$ cat src/pswc_consts.svh
// constants for the power state wake controller
`ifndef PSWC_CONSTS_SVH
`define PSWC_CONSTS_SVH
`define PSWC_ADDR_PMC        8'h54
`define PSWC_ADDR_WAKE_TEST  8'h64
`define PSWC_ADDR_INTERRUPT_STATUS_REG    8'h58
`define PSWC_ADDR_INT_EN     8'h5C
`define PSWC_ADDR_PHY_CTRL   8'h60
`define PSWC_MODE_NORMAL     2'h0
`define PSWC_MODE_WOL        2'h1
`define PSWC_MODE_ENERGY     2'h2
`define PSWC_SRC_NONE        2'h0
`define PSWC_SRC_ENERGY      2'h1
`define PSWC_SRC_FRAME       2'h2
`define PSWC_PMC_MODE_LO     12
`define PSWC_PMC_MODE_HI     13
`define PSWC_PMC_SRC_LO      14
`define PSWC_PMC_SRC_HI      15
`define PSWC_PMC_ENERGY_EN   2
`define PSWC_PMC_FRAME_EN    1
`define PSWC_PMC_PIN_EN      3
`define PSWC_PMC_PULSE_SEL   4
`define PSWC_PMC_READY       0
`define PSWC_INT_WAKE        0
`define PSWC_INT_ENERGY      1
`define PSWC_PHY_PWRDN       0
`define PSWC_PHY_EDPD        1
`define PSWC_CLK_MHZ         100
`define PSWC_PULSE_MS        50
`define PSWC_READY_MS        2
`define PSWC_PULSE_CYC       (`PSWC_PULSE_MS * 1000 * `PSWC_CLK_MHZ)
`define PSWC_READY_DELAY_CYC 1000
`endif

$ cat src/pswc_pkg.sv
// types for the power state wake controller
package pswc_pkg;
    typedef enum logic [1:0] {
        PSWC_NORMAL = 2'b00,
        PSWC_WOL    = 2'b01,
        PSWC_ENERGY = 2'b10,
        PSWC_WAKING = 2'b11
    } pswc_state_e;
    typedef struct packed {
        logic [7:0]  addr;
        logic [31:0] wdata;
        logic        wr;
        logic        rd;
    } pswc_bus_s;
    typedef struct packed {
        logic mac_clk_en;
        logic host_clk_en;
        logic rx_pm_clk_en;
        logic int_clk_en;
        logic phy_clk_en;
    } pswc_gate_s;
endpackage

$ cat src/pswc_ctrl.sv
// power state and wake event controller
//
// Behaviour
// - one normal, two sleep states; 01 selects wol
// - wol sleep keeps phy, rx pm clocks
// - sleep entry clears ready; pmc only readable
// - wake-test write returns to normal state
// - wol sleep: frame detect sets source 10
// - energy sleep: carrier sets source 01
// - pin needs pin enable and source enable
// - wake status set regardless of pin enable
// - status sticks while internal wake active
// - pulse mode drives pin for 50ms
// - static mode holds pin until deactivated
// - pin released on source/enable clear
// - phy power-down bit holds phy down
// - edpd with no energy powers phy down
// - energy raises flag and phy powers up
// - early packets may drop on power-up
// - energy sleep gates all clocks, edpd
// - configuration retained through sleep
// - ready set within 2ms of wake write
//
// Implementation choices: the placing of the registers and the plain strobed port.
`timescale 1ns/1ns
`include "pswc_consts.svh"
module pswc_ctrl (
    input  wire logic                 core_clk,
    input  wire logic                 rst_b,
    input  wire pswc_pkg::pswc_bus_s  bus,
    output logic [31:0]               rdata,
    input  wire logic                 wake_frame_det,
    input  wire logic                 magic_pkt_det,
    input  wire logic                 line_energy_raw,
    output logic                      wake_event_pin,
    output logic                      host_irq,
    output pswc_pkg::pswc_gate_s      gates,
    output logic                      phy_powered,
    output logic                      phy_reset_pulse
);
    import pswc_pkg::*;

    // ****************************************
    // input synchronisers
    // ****************************************
    logic [2:0] sync1;
    logic [2:0] sync2;
    always_ff @(posedge core_clk or negedge rst_b) begin
        if (!rst_b) begin
            sync1 <= 3'h0;
            sync2 <= 3'h0;
        end else begin
            sync1 <= {line_energy_raw, magic_pkt_det, wake_frame_det};
            sync2 <= sync1;
        end
    end
    logic frame_hit;
    logic line_energy_present;
    assign frame_hit           = sync2[0] | sync2[1];
    assign line_energy_present = sync2[2];

    // ****************************************
    // state and registers
    // ****************************************
    pswc_state_e state;
    logic [1:0]  power_state_select;
    logic [1:0]  wake_source_status;
    logic        ready;
    logic        wake_frame_enable;
    logic        energy_wake_enable;
    logic        wake_pin_enable;
    logic        wake_pin_pulse_select;
    logic        wake_int_status;
    logic        energy_on_flag;
    logic [1:0]  int_enable;
    logic        phy_pwrdn;
    logic        energy_powerdown_enable;
    logic        read_seen;
    logic [20:0] ready_cnt;

    logic asleep;
    logic wr_ok;
    logic wake_wr;
    assign asleep  = (state == PSWC_WOL) || (state == PSWC_ENERGY);
    assign wake_wr = bus.wr && (bus.addr == `PSWC_ADDR_WAKE_TEST) && asleep;
    assign wr_ok   = bus.wr && read_seen && ready && !asleep;

    // first read after reset or wake arms writes
    always_ff @(posedge core_clk or negedge rst_b) begin
        if (!rst_b) begin
            read_seen <= 1'b0;
        end else if (wake_wr || (state == PSWC_WAKING)) begin
            read_seen <= 1'b0;
        end else if (bus.rd) begin
            read_seen <= 1'b1;
        end
    end

    // power state sequencing
    always_ff @(posedge core_clk or negedge rst_b) begin
        if (!rst_b) begin
            state              <= PSWC_NORMAL;
            power_state_select <= `PSWC_MODE_NORMAL;
            ready              <= 1'b1;
            ready_cnt          <= 21'h0;
        end else begin
            unique case (state)
                PSWC_NORMAL: begin
                    if (wr_ok && bus.addr == `PSWC_ADDR_PMC) begin
                        power_state_select <= bus.wdata[`PSWC_PMC_MODE_HI:`PSWC_PMC_MODE_LO];
                        if (bus.wdata[`PSWC_PMC_MODE_HI:`PSWC_PMC_MODE_LO] == `PSWC_MODE_WOL) begin
                            state <= PSWC_WOL;
                            ready <= 1'b0;
                        end else if (bus.wdata[`PSWC_PMC_MODE_HI:`PSWC_PMC_MODE_LO] == `PSWC_MODE_ENERGY) begin
                            state <= PSWC_ENERGY;
                            ready <= 1'b0;
                        end
                    end
                end
                PSWC_WOL, PSWC_ENERGY: begin
                    if (wake_wr) begin
                        state              <= PSWC_WAKING;
                        power_state_select <= `PSWC_MODE_NORMAL;
                        ready_cnt          <= 21'h0;
                    end
                end
                PSWC_WAKING: begin
                    if (ready_cnt == 21'(`PSWC_READY_DELAY_CYC)) begin
                        state <= PSWC_NORMAL;
                        ready <= 1'b1;
                    end else begin
                        ready_cnt <= ready_cnt + 21'h1;
                    end
                end
            endcase
        end
    end

    // clock gating per state
    always_comb begin
        gates.phy_clk_en   = (state != PSWC_ENERGY);
        gates.rx_pm_clk_en = (state != PSWC_ENERGY);
        gates.int_clk_en   = (state != PSWC_ENERGY);
        gates.mac_clk_en   = !asleep;
        gates.host_clk_en  = !asleep;
    end

    // ****************************************
    // configuration (retained in sleep)
    // ****************************************
    always_ff @(posedge core_clk or negedge rst_b) begin
        if (!rst_b) begin
            wake_frame_enable       <= 1'b0;
            energy_wake_enable      <= 1'b0;
            wake_pin_enable         <= 1'b0;
            wake_pin_pulse_select   <= 1'b0;
            int_enable              <= 2'h0;
            phy_pwrdn               <= 1'b0;
            energy_powerdown_enable <= 1'b0;
        end else if (wr_ok) begin
            if (bus.addr == `PSWC_ADDR_PMC) begin
                wake_frame_enable     <= bus.wdata[`PSWC_PMC_FRAME_EN];
                energy_wake_enable    <= bus.wdata[`PSWC_PMC_ENERGY_EN];
                wake_pin_enable       <= bus.wdata[`PSWC_PMC_PIN_EN];
                wake_pin_pulse_select <= bus.wdata[`PSWC_PMC_PULSE_SEL];
            end
            if (bus.addr == `PSWC_ADDR_INT_EN) begin
                int_enable <= bus.wdata[1:0];
            end
            if (bus.addr == `PSWC_ADDR_PHY_CTRL) begin
                phy_pwrdn               <= bus.wdata[`PSWC_PHY_PWRDN];
                energy_powerdown_enable <= bus.wdata[`PSWC_PHY_EDPD];
            end
        end
    end

    // ****************************************
    // wake detection
    // ****************************************
    logic frame_evt;
    logic energy_evt;
    logic internal_wake_interrupt;
    assign frame_evt  = (state == PSWC_WOL) && frame_hit;
    assign energy_evt = (state == PSWC_ENERGY) && line_energy_present;
    assign internal_wake_interrupt =
        (wake_source_status == `PSWC_SRC_FRAME && wake_frame_enable) ||
        (wake_source_status == `PSWC_SRC_ENERGY && energy_wake_enable);

    always_ff @(posedge core_clk or negedge rst_b) begin
        if (!rst_b) begin
            wake_source_status <= `PSWC_SRC_NONE;
        end else if (frame_evt) begin
            wake_source_status <= `PSWC_SRC_FRAME;
        end else if (energy_evt) begin
            wake_source_status <= `PSWC_SRC_ENERGY;
        end else if (wr_ok && bus.addr == `PSWC_ADDR_PMC) begin
            wake_source_status <= bus.wdata[`PSWC_PMC_SRC_HI:`PSWC_PMC_SRC_LO] & wake_source_status;
        end
    end

    // wake interrupt status, write one to clear
    always_ff @(posedge core_clk or negedge rst_b) begin
        if (!rst_b) begin
            wake_int_status <= 1'b0;
        end else if (internal_wake_interrupt) begin
            wake_int_status <= 1'b1;
        end else if (wr_ok && bus.addr == `PSWC_ADDR_INTERRUPT_STATUS_REG && bus.wdata[`PSWC_INT_WAKE]) begin
            wake_int_status <= 1'b0;
        end
    end

    // phy energy flag, set wins over clear
    logic energy_prev;
    always_ff @(posedge core_clk or negedge rst_b) begin
        if (!rst_b) begin
            energy_prev    <= 1'b0;
            energy_on_flag <= 1'b0;
        end else begin
            energy_prev <= line_energy_present;
            if (line_energy_present && !energy_prev && energy_powerdown_enable) begin
                energy_on_flag <= 1'b1;
            end else if (wr_ok && bus.addr == `PSWC_ADDR_INTERRUPT_STATUS_REG && bus.wdata[`PSWC_INT_ENERGY]) begin
                energy_on_flag <= 1'b0;
            end
        end
    end

    assign host_irq = (wake_int_status && int_enable[`PSWC_INT_WAKE]) ||
                      (energy_on_flag && int_enable[`PSWC_INT_ENERGY]);

    // phy power: general power-down and energy-detect power-down
    always_comb begin
        phy_powered = !phy_pwrdn && !(energy_powerdown_enable && !line_energy_present);
    end
    logic pwrdn_prev;
    always_ff @(posedge core_clk or negedge rst_b) begin
        if (!rst_b) begin
            pwrdn_prev      <= 1'b0;
            phy_reset_pulse <= 1'b0;
        end else begin
            pwrdn_prev      <= phy_pwrdn;
            phy_reset_pulse <= pwrdn_prev && !phy_pwrdn;
        end
    end

    // ****************************************
    // wake event pin
    // ****************************************
    logic        pin_qual;
    logic        pin_active;
    logic [22:0] pulse_cnt;
    logic        new_evt;
    assign pin_qual = wake_pin_enable && internal_wake_interrupt;
    assign new_evt  = frame_evt || energy_evt;

    always_ff @(posedge core_clk or negedge rst_b) begin
        if (!rst_b) begin
            pin_active <= 1'b0;
            pulse_cnt  <= 23'h0;
        end else if (!pin_qual) begin
            pin_active <= 1'b0;
            pulse_cnt  <= 23'h0;
        end else if (new_evt && !pin_active && pulse_cnt == 23'h0) begin
            pin_active <= 1'b1;
            pulse_cnt  <= 23'h1;
        end else if (pin_active && wake_pin_pulse_select) begin
            if (pulse_cnt == 23'(`PSWC_PULSE_CYC)) begin
                pin_active <= 1'b0;
            end else begin
                pulse_cnt <= pulse_cnt + 23'h1;
            end
        end
    end
    assign wake_event_pin = pin_active;

    // ****************************************
    // register read port
    // ****************************************
    logic [31:0] next_rdata;
    always_comb begin
        next_rdata = 32'h0;
        if (bus.rd) begin
            if (bus.addr == `PSWC_ADDR_PMC) begin
                next_rdata[`PSWC_PMC_MODE_HI:`PSWC_PMC_MODE_LO] = power_state_select;
                next_rdata[`PSWC_PMC_SRC_HI:`PSWC_PMC_SRC_LO]   = wake_source_status;
                next_rdata[`PSWC_PMC_READY]     = ready;
                next_rdata[`PSWC_PMC_FRAME_EN]  = wake_frame_enable;
                next_rdata[`PSWC_PMC_ENERGY_EN] = energy_wake_enable;
                next_rdata[`PSWC_PMC_PIN_EN]    = wake_pin_enable;
                next_rdata[`PSWC_PMC_PULSE_SEL] = wake_pin_pulse_select;
            end else if (!asleep) begin
                if (bus.addr == `PSWC_ADDR_INTERRUPT_STATUS_REG) begin
                    next_rdata[`PSWC_INT_WAKE]   = wake_int_status;
                    next_rdata[`PSWC_INT_ENERGY] = energy_on_flag;
                end else if (bus.addr == `PSWC_ADDR_INT_EN) begin
                    next_rdata[1:0] = int_enable;
                end else if (bus.addr == `PSWC_ADDR_PHY_CTRL) begin
                    next_rdata[`PSWC_PHY_PWRDN] = phy_pwrdn;
                    next_rdata[`PSWC_PHY_EDPD]  = energy_powerdown_enable;
                end
            end
        end
    end
    always_ff @(posedge core_clk or negedge rst_b) begin
        if (!rst_b) begin
            rdata <= 32'h0;
        end else begin
            rdata <= next_rdata;
        end
    end

    // ****************************************
    // checks
    // ****************************************
    chk_sleep_ready: assert property (@(posedge core_clk) disable iff (!rst_b)
        asleep |-> !ready) else $error("ready set while asleep");
    chk_wake_write: assert property (@(posedge core_clk) disable iff (!rst_b)
        wake_wr |=> (state == PSWC_WAKING) && (power_state_select == `PSWC_MODE_NORMAL))
        else $error("wake write did not wake");
    chk_frame_src: assert property (@(posedge core_clk) disable iff (!rst_b)
        frame_evt |=> wake_source_status == `PSWC_SRC_FRAME) else $error("frame source wrong");
    chk_energy_src: assert property (@(posedge core_clk) disable iff (!rst_b)
        (energy_evt && !frame_evt) |=> wake_source_status == `PSWC_SRC_ENERGY)
        else $error("energy source wrong");
    chk_pin_gate: assert property (@(posedge core_clk) disable iff (!rst_b)
        wake_event_pin |-> $past(wake_pin_enable)) else $error("pin without enable");
    chk_int_sticky: assert property (@(posedge core_clk) disable iff (!rst_b)
        $past(internal_wake_interrupt) |-> wake_int_status) else $error("status dropped");
    chk_pin_release: assert property (@(posedge core_clk) disable iff (!rst_b)
        !pin_qual |=> !wake_event_pin) else $error("pin not released");

    // cycles since the wake write, for the ready deadline
    logic [10:0] wake_wait;
    always_ff @(posedge core_clk or negedge rst_b) begin
        if (!rst_b) begin
            wake_wait <= 11'h000;
        end else if (wake_wr) begin
            wake_wait <= 11'h001;
        end else if (ready) begin
            wake_wait <= 11'h000;
        end else if (wake_wait != 11'h000) begin
            wake_wait <= wake_wait + 11'h001;
        end
    end
    chk_ready_time: assert property (@(posedge core_clk) disable iff (!rst_b)
        wake_wait <= 11'(`PSWC_READY_DELAY_CYC + 2)) else $error("ready late");
    chk_wol_clocks: assert property (@(posedge core_clk) disable iff (!rst_b)
        (state == PSWC_WOL) |-> gates.phy_clk_en && gates.rx_pm_clk_en && !gates.mac_clk_en)
        else $error("wol clocks wrong");
    chk_energy_clocks: assert property (@(posedge core_clk) disable iff (!rst_b)
        (state == PSWC_ENERGY) |-> !gates.int_clk_en && !gates.host_clk_en)
        else $error("energy clocks wrong");
    chk_write_locked: assert property (@(posedge core_clk) disable iff (!rst_b)
        (bus.wr && !read_seen && state == PSWC_NORMAL) |=> $stable(wake_frame_enable) && $stable(int_enable))
        else $error("write before read took effect");
    chk_sleep_reads: assert property (@(posedge core_clk) disable iff (!rst_b)
        (bus.rd && asleep && bus.addr != `PSWC_ADDR_PMC) |=> (rdata == 32'h0))
        else $error("register readable while asleep");
    chk_energy_flag: assert property (@(posedge core_clk) disable iff (!rst_b)
        (line_energy_present && !energy_prev && energy_powerdown_enable) |=> energy_on_flag)
        else $error("energy flag not set");
    chk_phy_restart: assert property (@(posedge core_clk) disable iff (!rst_b)
        ($past(phy_pwrdn) && !phy_pwrdn) |=> phy_reset_pulse) else $error("phy not reset on power up");
    chk_edpd_down: assert property (@(posedge core_clk) disable iff (!rst_b)
        (energy_powerdown_enable && !line_energy_present) |-> !phy_powered) else $error("phy powered without energy");
    chk_static_hold: assert property (@(posedge core_clk) disable iff (!rst_b)
        (wake_event_pin && !wake_pin_pulse_select && pin_qual) |=> wake_event_pin) else $error("static pin dropped");
    chk_pulse_end: assert property (@(posedge core_clk) disable iff (!rst_b)
        (wake_event_pin && wake_pin_pulse_select && pulse_cnt == 23'(`PSWC_PULSE_CYC)) |=> !wake_event_pin)
        else $error("pulse too long");
endmodule

$ cat config.mk
export PLATFORM = sky130hd
export DESIGN_NAME = pswc_ctrl
export DESIGN_NICKNAME = d
export VERILOG_FILES = /design/src/pswc_pkg.sv /design/src/pswc_ctrl.sv
export VERILOG_INCLUDE_DIRS = /design/src
export SDC_FILE = /design/constraint.sdc
export NUM_CORES = 1
export LEC_CHECK = 0
export BUFFER_PORTS_ARGS = -buffer_cell sky130_fd_sc_hd__buf_2
export CAP_MARGIN = 20
export CORE_MARGIN = 4
export CORE_UTILIZATION = 25
export DETAILED_ROUTE_END_ITERATION = 8
export GPL_ROUTABILITY_DRIVEN = 0
export PLACE_DENSITY = 0.55
export SLEW_MARGIN = 15
export SYNTH_ARGS = -nofsm -noshare
export SYNTH_HDL_FRONTEND = slang
export SYNTH_SLANG_ARGS = --single-unit
$ cat constraint.sdc
create_clock -name core_clk -period 2.9 [get_ports core_clk]
set_input_delay 0.29 -clock core_clk [delete_from_list [all_inputs] [get_ports core_clk]]
set_output_delay 0.29 -clock core_clk [all_outputs]
set_load 0.01 [all_outputs]
## Word level (Yosys, flattened, before mapping)

Index checks and enable logic that the tools add are counted.

| operators by class | value |
|---|---|
| $add $sub $neg | 2 |
| eq/ne operators | 23 |
| mux-type cells | 43 |
| bitwise gates (word level) | 2 |
| reduce and logical (&&, ||, !) cells | 54 |

Operators with widths:

| cell | count |
|---|---|
| 23-bit two-way mux | 4 |
| 21-bit two-way mux | 2 |
| 21-bit case mux with 2 select lines | 1 |
| 8-bit by 7-bit equality test with 1-bit output, second input constant | 5 |
| 2-bit two-way mux | 15 |
| 1-bit logical AND | 24 |
| 23-bit by 1-bit adder with 23-bit output, second input constant | 1 |
| 23-bit equality test, second input constant | 1 |
| 23-bit logical NOT | 1 |
| 21-bit by 1-bit adder with 21-bit output, second input constant | 1 |
| 21-bit by 10-bit equality test with 1-bit output, second input constant | 1 |
| 1-bit two-way mux | 14 |
| 2-bit nonzero test | 6 |
| 2-bit AND reduction | 5 |
| 2-bit equality test, second input constant | 4 |
| 4-bit two-way mux | 2 |
| 2-bit inequality test, second input constant | 4 |
| 4-bit AND reduction | 2 |
| 2-bit by 1-bit equality test with 1-bit output, second input constant | 3 |
| 1-bit logical NOT | 6 |
| 3-bit by 1-bit inequality test with 1-bit output, second input constant | 2 |
| 3-bit inequality test, second input constant | 2 |
| 2-bit case mux with 3 select lines | 1 |
| 3-bit AND reduction | 2 |
| other kinds (11) | 15 |

| word-level totals | value |
|---|---|
| register bits | 81 |
| output and inout bits | 41 |

## Depth between registers and ports, before layout

Gate-level depths: netlist of run 1.

| logic depth | value |
|---|---|
| depth in word-level cells | 8 |
| gate-level depth with buffers | 9 |
| depth with buffers taken out | 7 |

## Least setup slack after synthesis of run 1

No wires, ideal clock.

| timing | value |
|---|---|
| path type | input to register |
| from | input bus[35] (netlist bit) |
| to | register ready_cnt[15] |
| setup time | 78 ps |
| data arrival time | 2,129 ps |
| path slack | 693 ps |
| stages on the path | 7 |
| path through | or4b_1 buf_2 o31ai_4 o31ai_2 buf_6 or4_1 a21oi_1 |

| on the way | value |
|---|---|
| cells in the longest elaborated chain, start to end | 5 |

Ends and longest elaborated chain:

| item | line | source |
|---|---|---|
| start: declaration | pswc_ctrl.sv:30 | `input wire pswc_pkg::pswc_bus_s bus,` |
| 8-bit by 7-bit equality test with 1-bit output (no source line) | - |  |
| 1-bit logical AND (2 in a row) | pswc_ctrl.sv:85 | `` assign wake_wr = bus.wr && (bus.addr == `PSWC_ADDR_WAKE_TEST) && asleep; `` |
| 2-bit inequality test (no source line) | - |  |
| 3-bit AND reduction (no source line) | - |  |
| end signal: assignment | pswc_ctrl.sv:132 | `ready_cnt <= ready_cnt + 21'h1;` |
| end: declaration | pswc_ctrl.sv:79 | `logic [20:0] ready_cnt;` |

Every way passes these cells.
A chain may end at the register's enable or synchronous reset.

## Worst setup path after layout of run 1

| timing | value |
|---|---|
| from | register ready_cnt[0] |
| to | register ready_cnt[10] |

| on the way | value |
|---|---|
| cells in the longest elaborated chain, start to end | 3 |
| elaborated cells between the ends (all ways) | 6 |

Ends and longest elaborated chain:

| item | line |
|---|---|
| 21-bit by 1-bit adder with 21-bit output / 21-bit by 10-bit equality test with 1-bit output (equally long branches) | pswc_ctrl.sv:132, pswc_ctrl.sv:128 |
| 21-bit two-way mux / 2-bit inequality test (equally long branches) | - |
| 21-bit case mux with 2 select lines / 3-bit AND reduction (equally long branches) | - |

Parallel ways exist; a longest one is shown, timed or not. The select of a mux whose other input is x is not followed.

==> results of run 1 <==
flip-flops by register name, summed over array words and instances (netlist names), 3 cells and up:
signal,flops
sync1,3
sync2,3
pulse_cnt,23
ready_cnt,21
rdata,9
worst paths after layout:
| path | endpoint | slack (ns) | cells past startpoint |
|---|---|---|---|
| max | ready_cnt[10] | 0.24 | 8 |
| min | sync1[2] | 0.06 | 1 |
| max reg2reg | ready_cnt[10] | 0.24 | 8 |
| min reg2reg | sync2[1] | 0.35 | 0 |
| max in group asynchronous | ready_cnt[11] | 1.74 | 3 |
| min in group asynchronous | ready_cnt[17] | 0.41 | 2 |
critical path, delay by kind of cell (launching register included):
family          cells  cell delay, ns
compound gates      3            1.04
fa+ha+maj           1            0.19
buf+inv             2            0.49
flops               1            0.42
simple gates        2            0.44
repair_timing:
| action | in CTS | in global routing |
|---|---|---|
| endpoints found under the hold margin | 27 | 0 |
| resized for setup | 0 | 0 |
| hold buffers | 1 | 0 |
stage by stage:
stage / cell area (um^2) / instances / power (mW) / util, %
after floorplan: 4410 / 474 / 1.21 / -
after global placement: 4700 / 702 / 1.23 / 28.1
after detailed placement: 4700 / 702 / 1.24 / 28.1
after CTS: 5020 / 719 / 2.45 / 30.0
after global routing: 5020 / 719 / 2.50 / 30.0
final: 5020 / 719 / 2.41 / 30.0
where the power goes:
part | leakage (nW) | switching [mW] | internal, mW
combinational | 0.944 | 0.0559 | 0.0206
sequential | 1.08 | 0.00198 | 1.14
clock | 0.153 | 0.478 | 0.719
metal layers:
metal,GRT usage (%),vias up,wire (um)
met2,17.6,65,4790
met1,14.3,1723,4870
met5,0,-,0
li1,-,1671,-
met4,2.70,0,52
met3,2.68,4,373
final cells by class:
type / count / area, um^2 / area share, %
clock buffer: 11 / 253 / 5.03
clock inverter: 5 / 60.1 / 1.20
inverter: 17 / 63.8 / 1.27
multi-input combinational: 333 / 2050 / 40.8
sequential: 81 / 2030 / 40.4
tap: 220 / 275 / 5.48
timing repair buffer: 52 / 293 / 5.83
logic make-up after synthesis:
logic type	Yosys count	synth area share [%]
AO/OA/AOI/OAI	72	10.9
AND/OR/NAND/NOR	196	24.5
multiplexers	11	2.83
XOR/XNOR	21	4.25
other	1	0.0866
flip-flops	81	46.8
buffers and inverters	60	7.69
adder cells (fa/ha/maj)	10	2.89
layout by cell type, fill, tap and decap left out, drive strengths merged, types with 8 or more instances in the layout:
cell / n
nor3: 9
nand4: 21
nand2: 39
or3: 12
xor2: 14
nor2: 35
inv: 19
ha: 10
and3: 8
mux2: 10
conb: 23
or4: 12
o21ai: 16
a21oi: 23
o211ai: 10
clkbuf: 11
and2: 9
buf: 51
dfrtp: 80
nand3: 22
==> metrics, run 1 <==
TNS Setup=0 ns; Critical Path RT=3.15 ns; number of synthesized register bits=81; Worst Hold Class=input pin to flop; worst skew pair latency=0.33 ns; ANT nets after route=0; Cells after Synth=about 450; sequential share of the synthesized area=46.8%; status=finished, final reports clean; Async SR Flop Fraction=100%; CP startpoint kind=flop; worst-path fanout max=18; YS warnings=0; clk sinks=between 80 and 90; CTS Root Buffer Type=clkbuf_16; chip width=140 um; Slew Limit Headroom=38.2%; post-DP HPWL=7.44 mm; most common cell in the netlist=dfrtp_1; Tot GR Track Use=10.7%; die height=between 100 and 150 um; die area=roughly 0.019 mm^2; post-route setup slack=roughly 0.24 ns; # setup viols final=0; DP Worst Slack=approximately 0.25 ns; # diodes=0; vias in the first global route=3500; total gr overflow=0; pins over their slew limit=0; FF-to-FF Start=ready_cnt[0]; Final #Nets=551; Initial Utilization=25.8%; Placement Rows=47; largest net degree at the start of global routing=30; First-pass DRT Iterations=5; unrepaired setup endpoints after global routing=no; clock-pin slew on the worst setup and hold paths=0.06 ns; hold slack=0.0560 ns; Tightest Pin Transition=0.922 ns; Mapped Avg Cell Area=9.58 um^2; Post-synth EDFFs=0; via count=3463; Final Hold Viols=0; # port buffers=41; WL final=about 10 mm; WL per Instance=14.0 um; Slowest-stage cell, CP=o31ai_2; leak pwr=around 2.2 nW; share of cells above drive strength 1=16.4%; pwr dens=480 mW/mm^2; Ports=88; Yosys cell types=51; worst path cell trace=inv_1, ha_1, nor4b_1, nand4_1, o31ai_2, buf_4, o21ai_0, a21oi_1; Core Region=0.0168 mm^2; Post-synth top cells=dfrtp_1, nand2_1, nor2_1, buf_4, a21oi_1; clock buffer depth=2; Main synth FF type=dfrtp_1; CP Class=flop to flop; CP arrival=2.91 ns; share of the synthesized area in the top cell type=46.2%; minimum clock period=2.66 ns; Final Cycle Share=91.7%; min-delay src=line_energy_raw; Worst IR Drop VDD=~0.26 mV; antenna violations before repair=0; CTS tree=yes; Starting DRT DRC Count=128; Max stage delay on crit path=0.78 ns; largest cells by area after synthesis=dfrtp_1, buf_4, nand2_1, nand4_1, nor2_1; Fill cells=1771; Worst Skew=0.00610 ns; Setup Buffers After CTS=0; Post-route DRC=0; vias per cell=about 4.8; first-pass GRT wire length=17.3 mm; mapped cell area=0.00433 mm^2; CTS H-tree lvls=3; achievable clock frequency=376 MHz; area leader, netlist=dfrtp_1; Critical Path End Type=flop; Max-cap violations=0; CP Launch Point=ready_cnt[0]; TritonCTS Buffers=9; synth-to-layout area growth=16.0%
No activity file was read; power rests on OpenSTA's default activity.
==> run 2, diff against run 1 <==
--- a/config.mk
+++ b/config.mk
@@ -8,6 +8,7 @@
 export LEC_CHECK = 0
 export BUFFER_PORTS_ARGS = -buffer_cell sky130_fd_sc_hd__buf_2
 export CAP_MARGIN = 20
+export CORE_ASPECT_RATIO = 0.6
 export CORE_MARGIN = 4
 export CORE_UTILIZATION = 25
 export DETAILED_ROUTE_END_ITERATION = 8
==> metrics, run 2 (synthesized netlist as in run 1, its figures left out) <==
# port buffers=41; ANT nets after route=0; clock-pin slew on the worst setup and hold paths=about 0.06 ns; CTS resizes=0; leak pwr=2.16 nW; Starting DRT DRC Count=225; Slew Limit Headroom=just over 50%; minimum clock period=approximately 2.5 ns; Fill cells=1709; Final #Nets=between 500 and 600; die height=110 um; worst skew pair latency=about 0.34 ns; clock buffer depth=2; Worst IR Drop VDD=approximately 0.24 mV; Tot GR Track Use=11.3%; Placement Rows=36; # diodes=0; post-DP HPWL=7.95 mm; Final Util=30.3%; unrepaired setup endpoints after global routing=no; most frequent cells in the layout=dfrtp_1, buf_2, nand2_1; share of cells above drive strength 1=15.8%; most common cell after layout, fill and taps aside=dfrtp_1; CTS Root Buffer Type=clkbuf_16; worst-path fanout max=8; Post-CTS Hold Fix Bufs=0; FF-to-FF Start=ready_cnt[0]; FF-to-FF End=state[1]; CP arrival=2.77 ns; Setup Buffers After CTS=0; synth-to-layout area growth=16.4%; pwr dens=506 mW/mm^2; Core Region=roughly 0.017 mm^2; die area=0.0196 mm^2; largest net degree at the start of global routing=82; Worst Hold Class=input pin to asynchronous set/reset pin; achievable clock frequency=398 MHz; TritonCTS Buffers=9; first-pass GRT wire length=~17 mm; Final Cycle Share=between 80% and 90%; CTS tree=yes; First-pass DRT Iterations=5; failing checks=negative hold slack; clk sinks=81; WL per Instance=14.8 um; # setup viols final=0; pins over their slew limit=0; largest register by flop count=pulse_cnt; biggest regs=pulse_cnt x23, ready_cnt x21, rdata x9; via count=around 3500; hold slack=-0.00201 ns; R2R setup slack=0.39 ns; WL final=about 11 mm; Worst Skew=0.00491 ns; total gr overflow=0; Final Hold Viols=4; status=finished with violations; FF-to-FF path depth=7; CTS H-tree lvls=3; Initial Utilization=around a quarter; CP Class=flop to flop; antenna violations before repair=0; vias per cell=4.84; TNS Setup=0 ns; CP Launch Point=ready_cnt[0]; Ports=88; max reg flops=23; Max-cap violations=0; Post-route DRC=0; Tightest Pin Transition=approximately 0.74 ns; Critical Path End Type=flop; CP startpoint kind=flop; chip width=about 180 um; Critical Path RT=3.16 ns; vias in the first global route=3157
run 2: worst max path at each step:
| stage | endpoint | slack, ns | cells past startpoint |
|---|---|---|---|
| 3_3_place_gp | ready_cnt[15] | 0.33 | 7 |
| 6_report | state[1] | 0.39 | 7 |
| 2_1_floorplan | ready_cnt[15] | 0.69 | 7 |
| 4_1_cts | state[1] | 0.38 | 7 |
| 3_5_place_dp | ready_cnt[19] | 0.33 | 7 |
| 5_1_grt | state[1] | 0.23 | 7 |
run 2: per-stage QoR:
stage | area (um^2) | setup slack (ns) | total power [mW] | hold WS, ns | cells
after CTS | 5030 | 0.382 | 2.59 | 0.0651 | 722
after floorplan | 4410 | 0.693 | 1.21 | -0.00559 | 474
after global routing | 5040 | 0.233 | 2.65 | 0.0638 | 722
after detailed placement | 4680 | 0.334 | 1.24 | 0.338 | 706
final | 5040 | 0.390 | 2.55 | -0.00201 | 722
after global placement | 4680 | 0.334 | 1.24 | 0.335 | 706
run 2: cell type report:
| type | instances | area [um^2] | area share, % |
|---|---|---|---|
| multi-input combinational | 333 | 2050 | 40.7 |
| clock inverter | 6 | 114 | 2.26 |
| inverter | 17 | 63.8 | 1.27 |
| timing repair buffer | 47 | 256 | 5.09 |
| tap | 228 | 285 | 5.66 |
| sequential | 81 | 2030 | 40.3 |
| clock buffer | 10 | 239 | 4.74 |
run 2: power by group:
group | internal (mW) | leakage, nW | switching, mW
logic | 0.0188 | 0.921 | 0.0594
registers | 1.14 | 1.08 | 0.00176
clock network | 0.868 | 0.165 | 0.466
total | 2.02 | 2.16 | 0.527
run 2: critical path: stages (launching register included):
cell and delay, ns:
dfrtp_1 0.44, inv_1 0.16, ha_1 0.22, nor4b_1 0.27
nand4_1 0.24, or2_2 0.42, a221oi_1 0.49, a2bb2oi_1 0.20
run 2: metal layers:
layer  vias to the layer above  share of wire [%]  global-route usage [%]
met3                        16                6.7                    2.78
met2                       128                 40                    15.3
met5                         -                  0                       0
li1                       1657                  -                       -
met4                         0                1.7                    3.42
met1                      1696                 52                    17.4
==> run 3, diff against run 2 <==
--- a/config.mk
+++ b/config.mk
@@ -13,6 +13,7 @@
 export CORE_UTILIZATION = 25
 export DETAILED_ROUTE_END_ITERATION = 8
 export GPL_ROUTABILITY_DRIVEN = 0
+export MAX_ROUTING_LAYER = met4
 export PLACE_DENSITY = 0.55
 export SLEW_MARGIN = 15
 export SYNTH_ARGS = -nofsm -noshare
==> metrics, run 3 (synthesized netlist as in run 1, its figures left out) <==
status=finished with violations; failing checks=negative hold slack; CTS Root Buffer Type=clkbuf_16; most frequent cells in the layout=dfrtp_1, buf_2, nand2_1; post-DP HPWL=roughly 8 mm; final instance area=0.00504 mm^2; unrepaired setup endpoints after global routing=no; total gr overflow=0; die area=0.0196 mm^2; synth-to-layout area growth=16.4%; CTS H-tree lvls=3; achievable clock frequency=a little under 400 MHz; FF-to-FF Start=ready_cnt[0]; Final #Nets=546; vias per cell=4.79; Tot GR Track Use=11.6%; WL per Instance=14.8 um; first-pass GRT wire length=17.4 mm; FF-to-FF End=state[1]; most common cell after layout, fill and taps aside=dfrtp_1; CTS resizes=0; largest register by flop count=pulse_cnt; antenna violations before repair=0; power consumption=2.55 mW; via count=approximately 3500; routed length on met3=542 um; routed wl met2=between 4 and 5 mm; Placement Rows=36; worst-path fanout max=8; hold slack=-0.00265 ns; Max Used Layer=met4; First-pass DRT Iterations=4; Critical Path RT=3.16 ns; CP arrival=~2.8 ns; Max-cap violations=0; R2R setup slack=0.37 ns; Final Hold Viols=7; leak pwr=2.16 nW; Starting DRT DRC Count=~240; clk sinks=81; Worst IR Drop VDD=roughly 0.24 mV; Ports=about 90; CP startpoint kind=flop; Worst Hold Class=input pin to asynchronous set/reset pin; Worst Skew=0.00356 ns; clock-pin slew on the worst setup and hold paths=0.06 ns; DRT met1 WL=5.72 mm; TritonCTS Buffers=9; Post-CTS Hold Fix Bufs=0; largest net degree at the start of global routing=82; Setup Buffers After CTS=0; # port buffers=41; Tightest Pin Transition=0.743 ns; # setup viols final=0; Slew Limit Headroom=roughly half; biggest regs=pulse_cnt x23, ready_cnt x21, rdata x9; CP Class=flop to flop; pins over their slew limit=0; vias in the first global route=3156; Initial Utilization=26.1%; die height=110 um; WL final=roughly 11 mm; Core Region=0.0166 mm^2; ANT nets after route=0; FF-to-FF path depth=7; chip width=178 um; Post-route DRC=0; # diodes=0; TNS Setup=0 ns; minimum clock period=approximately 2.5 ns; clock buffer depth=2; max reg flops=23; Post-DP Area=0.00468 mm^2; share of cells above drive strength 1=15.8%; worst skew pair latency=0.33 ns; Final Cycle Share=87.1%; pwr dens=506 mW/mm^2; Critical Path End Type=flop; CTS tree=yes
run 3: metrics by stage:
step	hold WS, ns	instances	setup slack (ns)	util (%)
final	-0.00265	722	0.374	30.3
after global routing	0.0636	722	0.233	30.3
after CTS	0.0651	722	0.382	30.3
after detailed placement	0.338	706	0.334	28.2
after global placement	0.335	706	0.334	28.2
after floorplan	-0.00559	474	0.693	-
run 3: final cells by class:
| class | instances | area, um^2 |
|---|---|---|
| Multi-Input combinational cell | 333 | 2050 |
| Tap cell | 228 | 285 |
| Inverter | 17 | 63.8 |
| Clock inverter | 6 | 114 |
| Clock buffer | 10 | 239 |
| Sequential cell | 81 | 2030 |
| Fill cell | 1709 | 11600 |
| Timing Repair Buffer | 47 | 256 |
run 3: per-layer routing:
metal / global-route usage, % / vias up
met5: - / -
met4: 3.42 / 0
met3: 2.78 / 17
met2: 15.2 / 110
met1: 17.4 / 1674
li1: - / 1654
run 3: critical path: stages, from the launching register on:
cell and delay [ns]:
dfrtp_1 0.43, inv_1 0.16, ha_1 0.22, nor4b_1 0.27, nand4_1 0.24, or2_2 0.42
a221oi_1 0.49, a2bb2oi_1 0.20
run 3: how the worst max path moves through the flow:
| stage | startpoint | to | slack (ns) | cells past startpoint |
|---|---|---|---|---|
| 2_1_floorplan | bus[35] | ready_cnt[15] | 0.69 | 7 |
| 3_3_place_gp | bus[35] | ready_cnt[15] | 0.33 | 7 |
| 4_1_cts | ready_cnt[0] | state[1] | 0.38 | 7 |
| 6_report | ready_cnt[0] | state[1] | 0.37 | 7 |
| 5_1_grt | ready_cnt[0] | state[1] | 0.23 | 7 |
| 3_5_place_dp | bus[35] | ready_cnt[19] | 0.33 | 7 |
run 3: report_power, final:
group	switching, mW	total (mW)	internal (mW)	leakage, nW
logic	0.0596	0.0783	0.0187	0.921
clock network	0.466	1.33	0.868	0.165
registers	0.00176	1.14	1.14	1.08
total	0.527	2.55	2.02	2.16
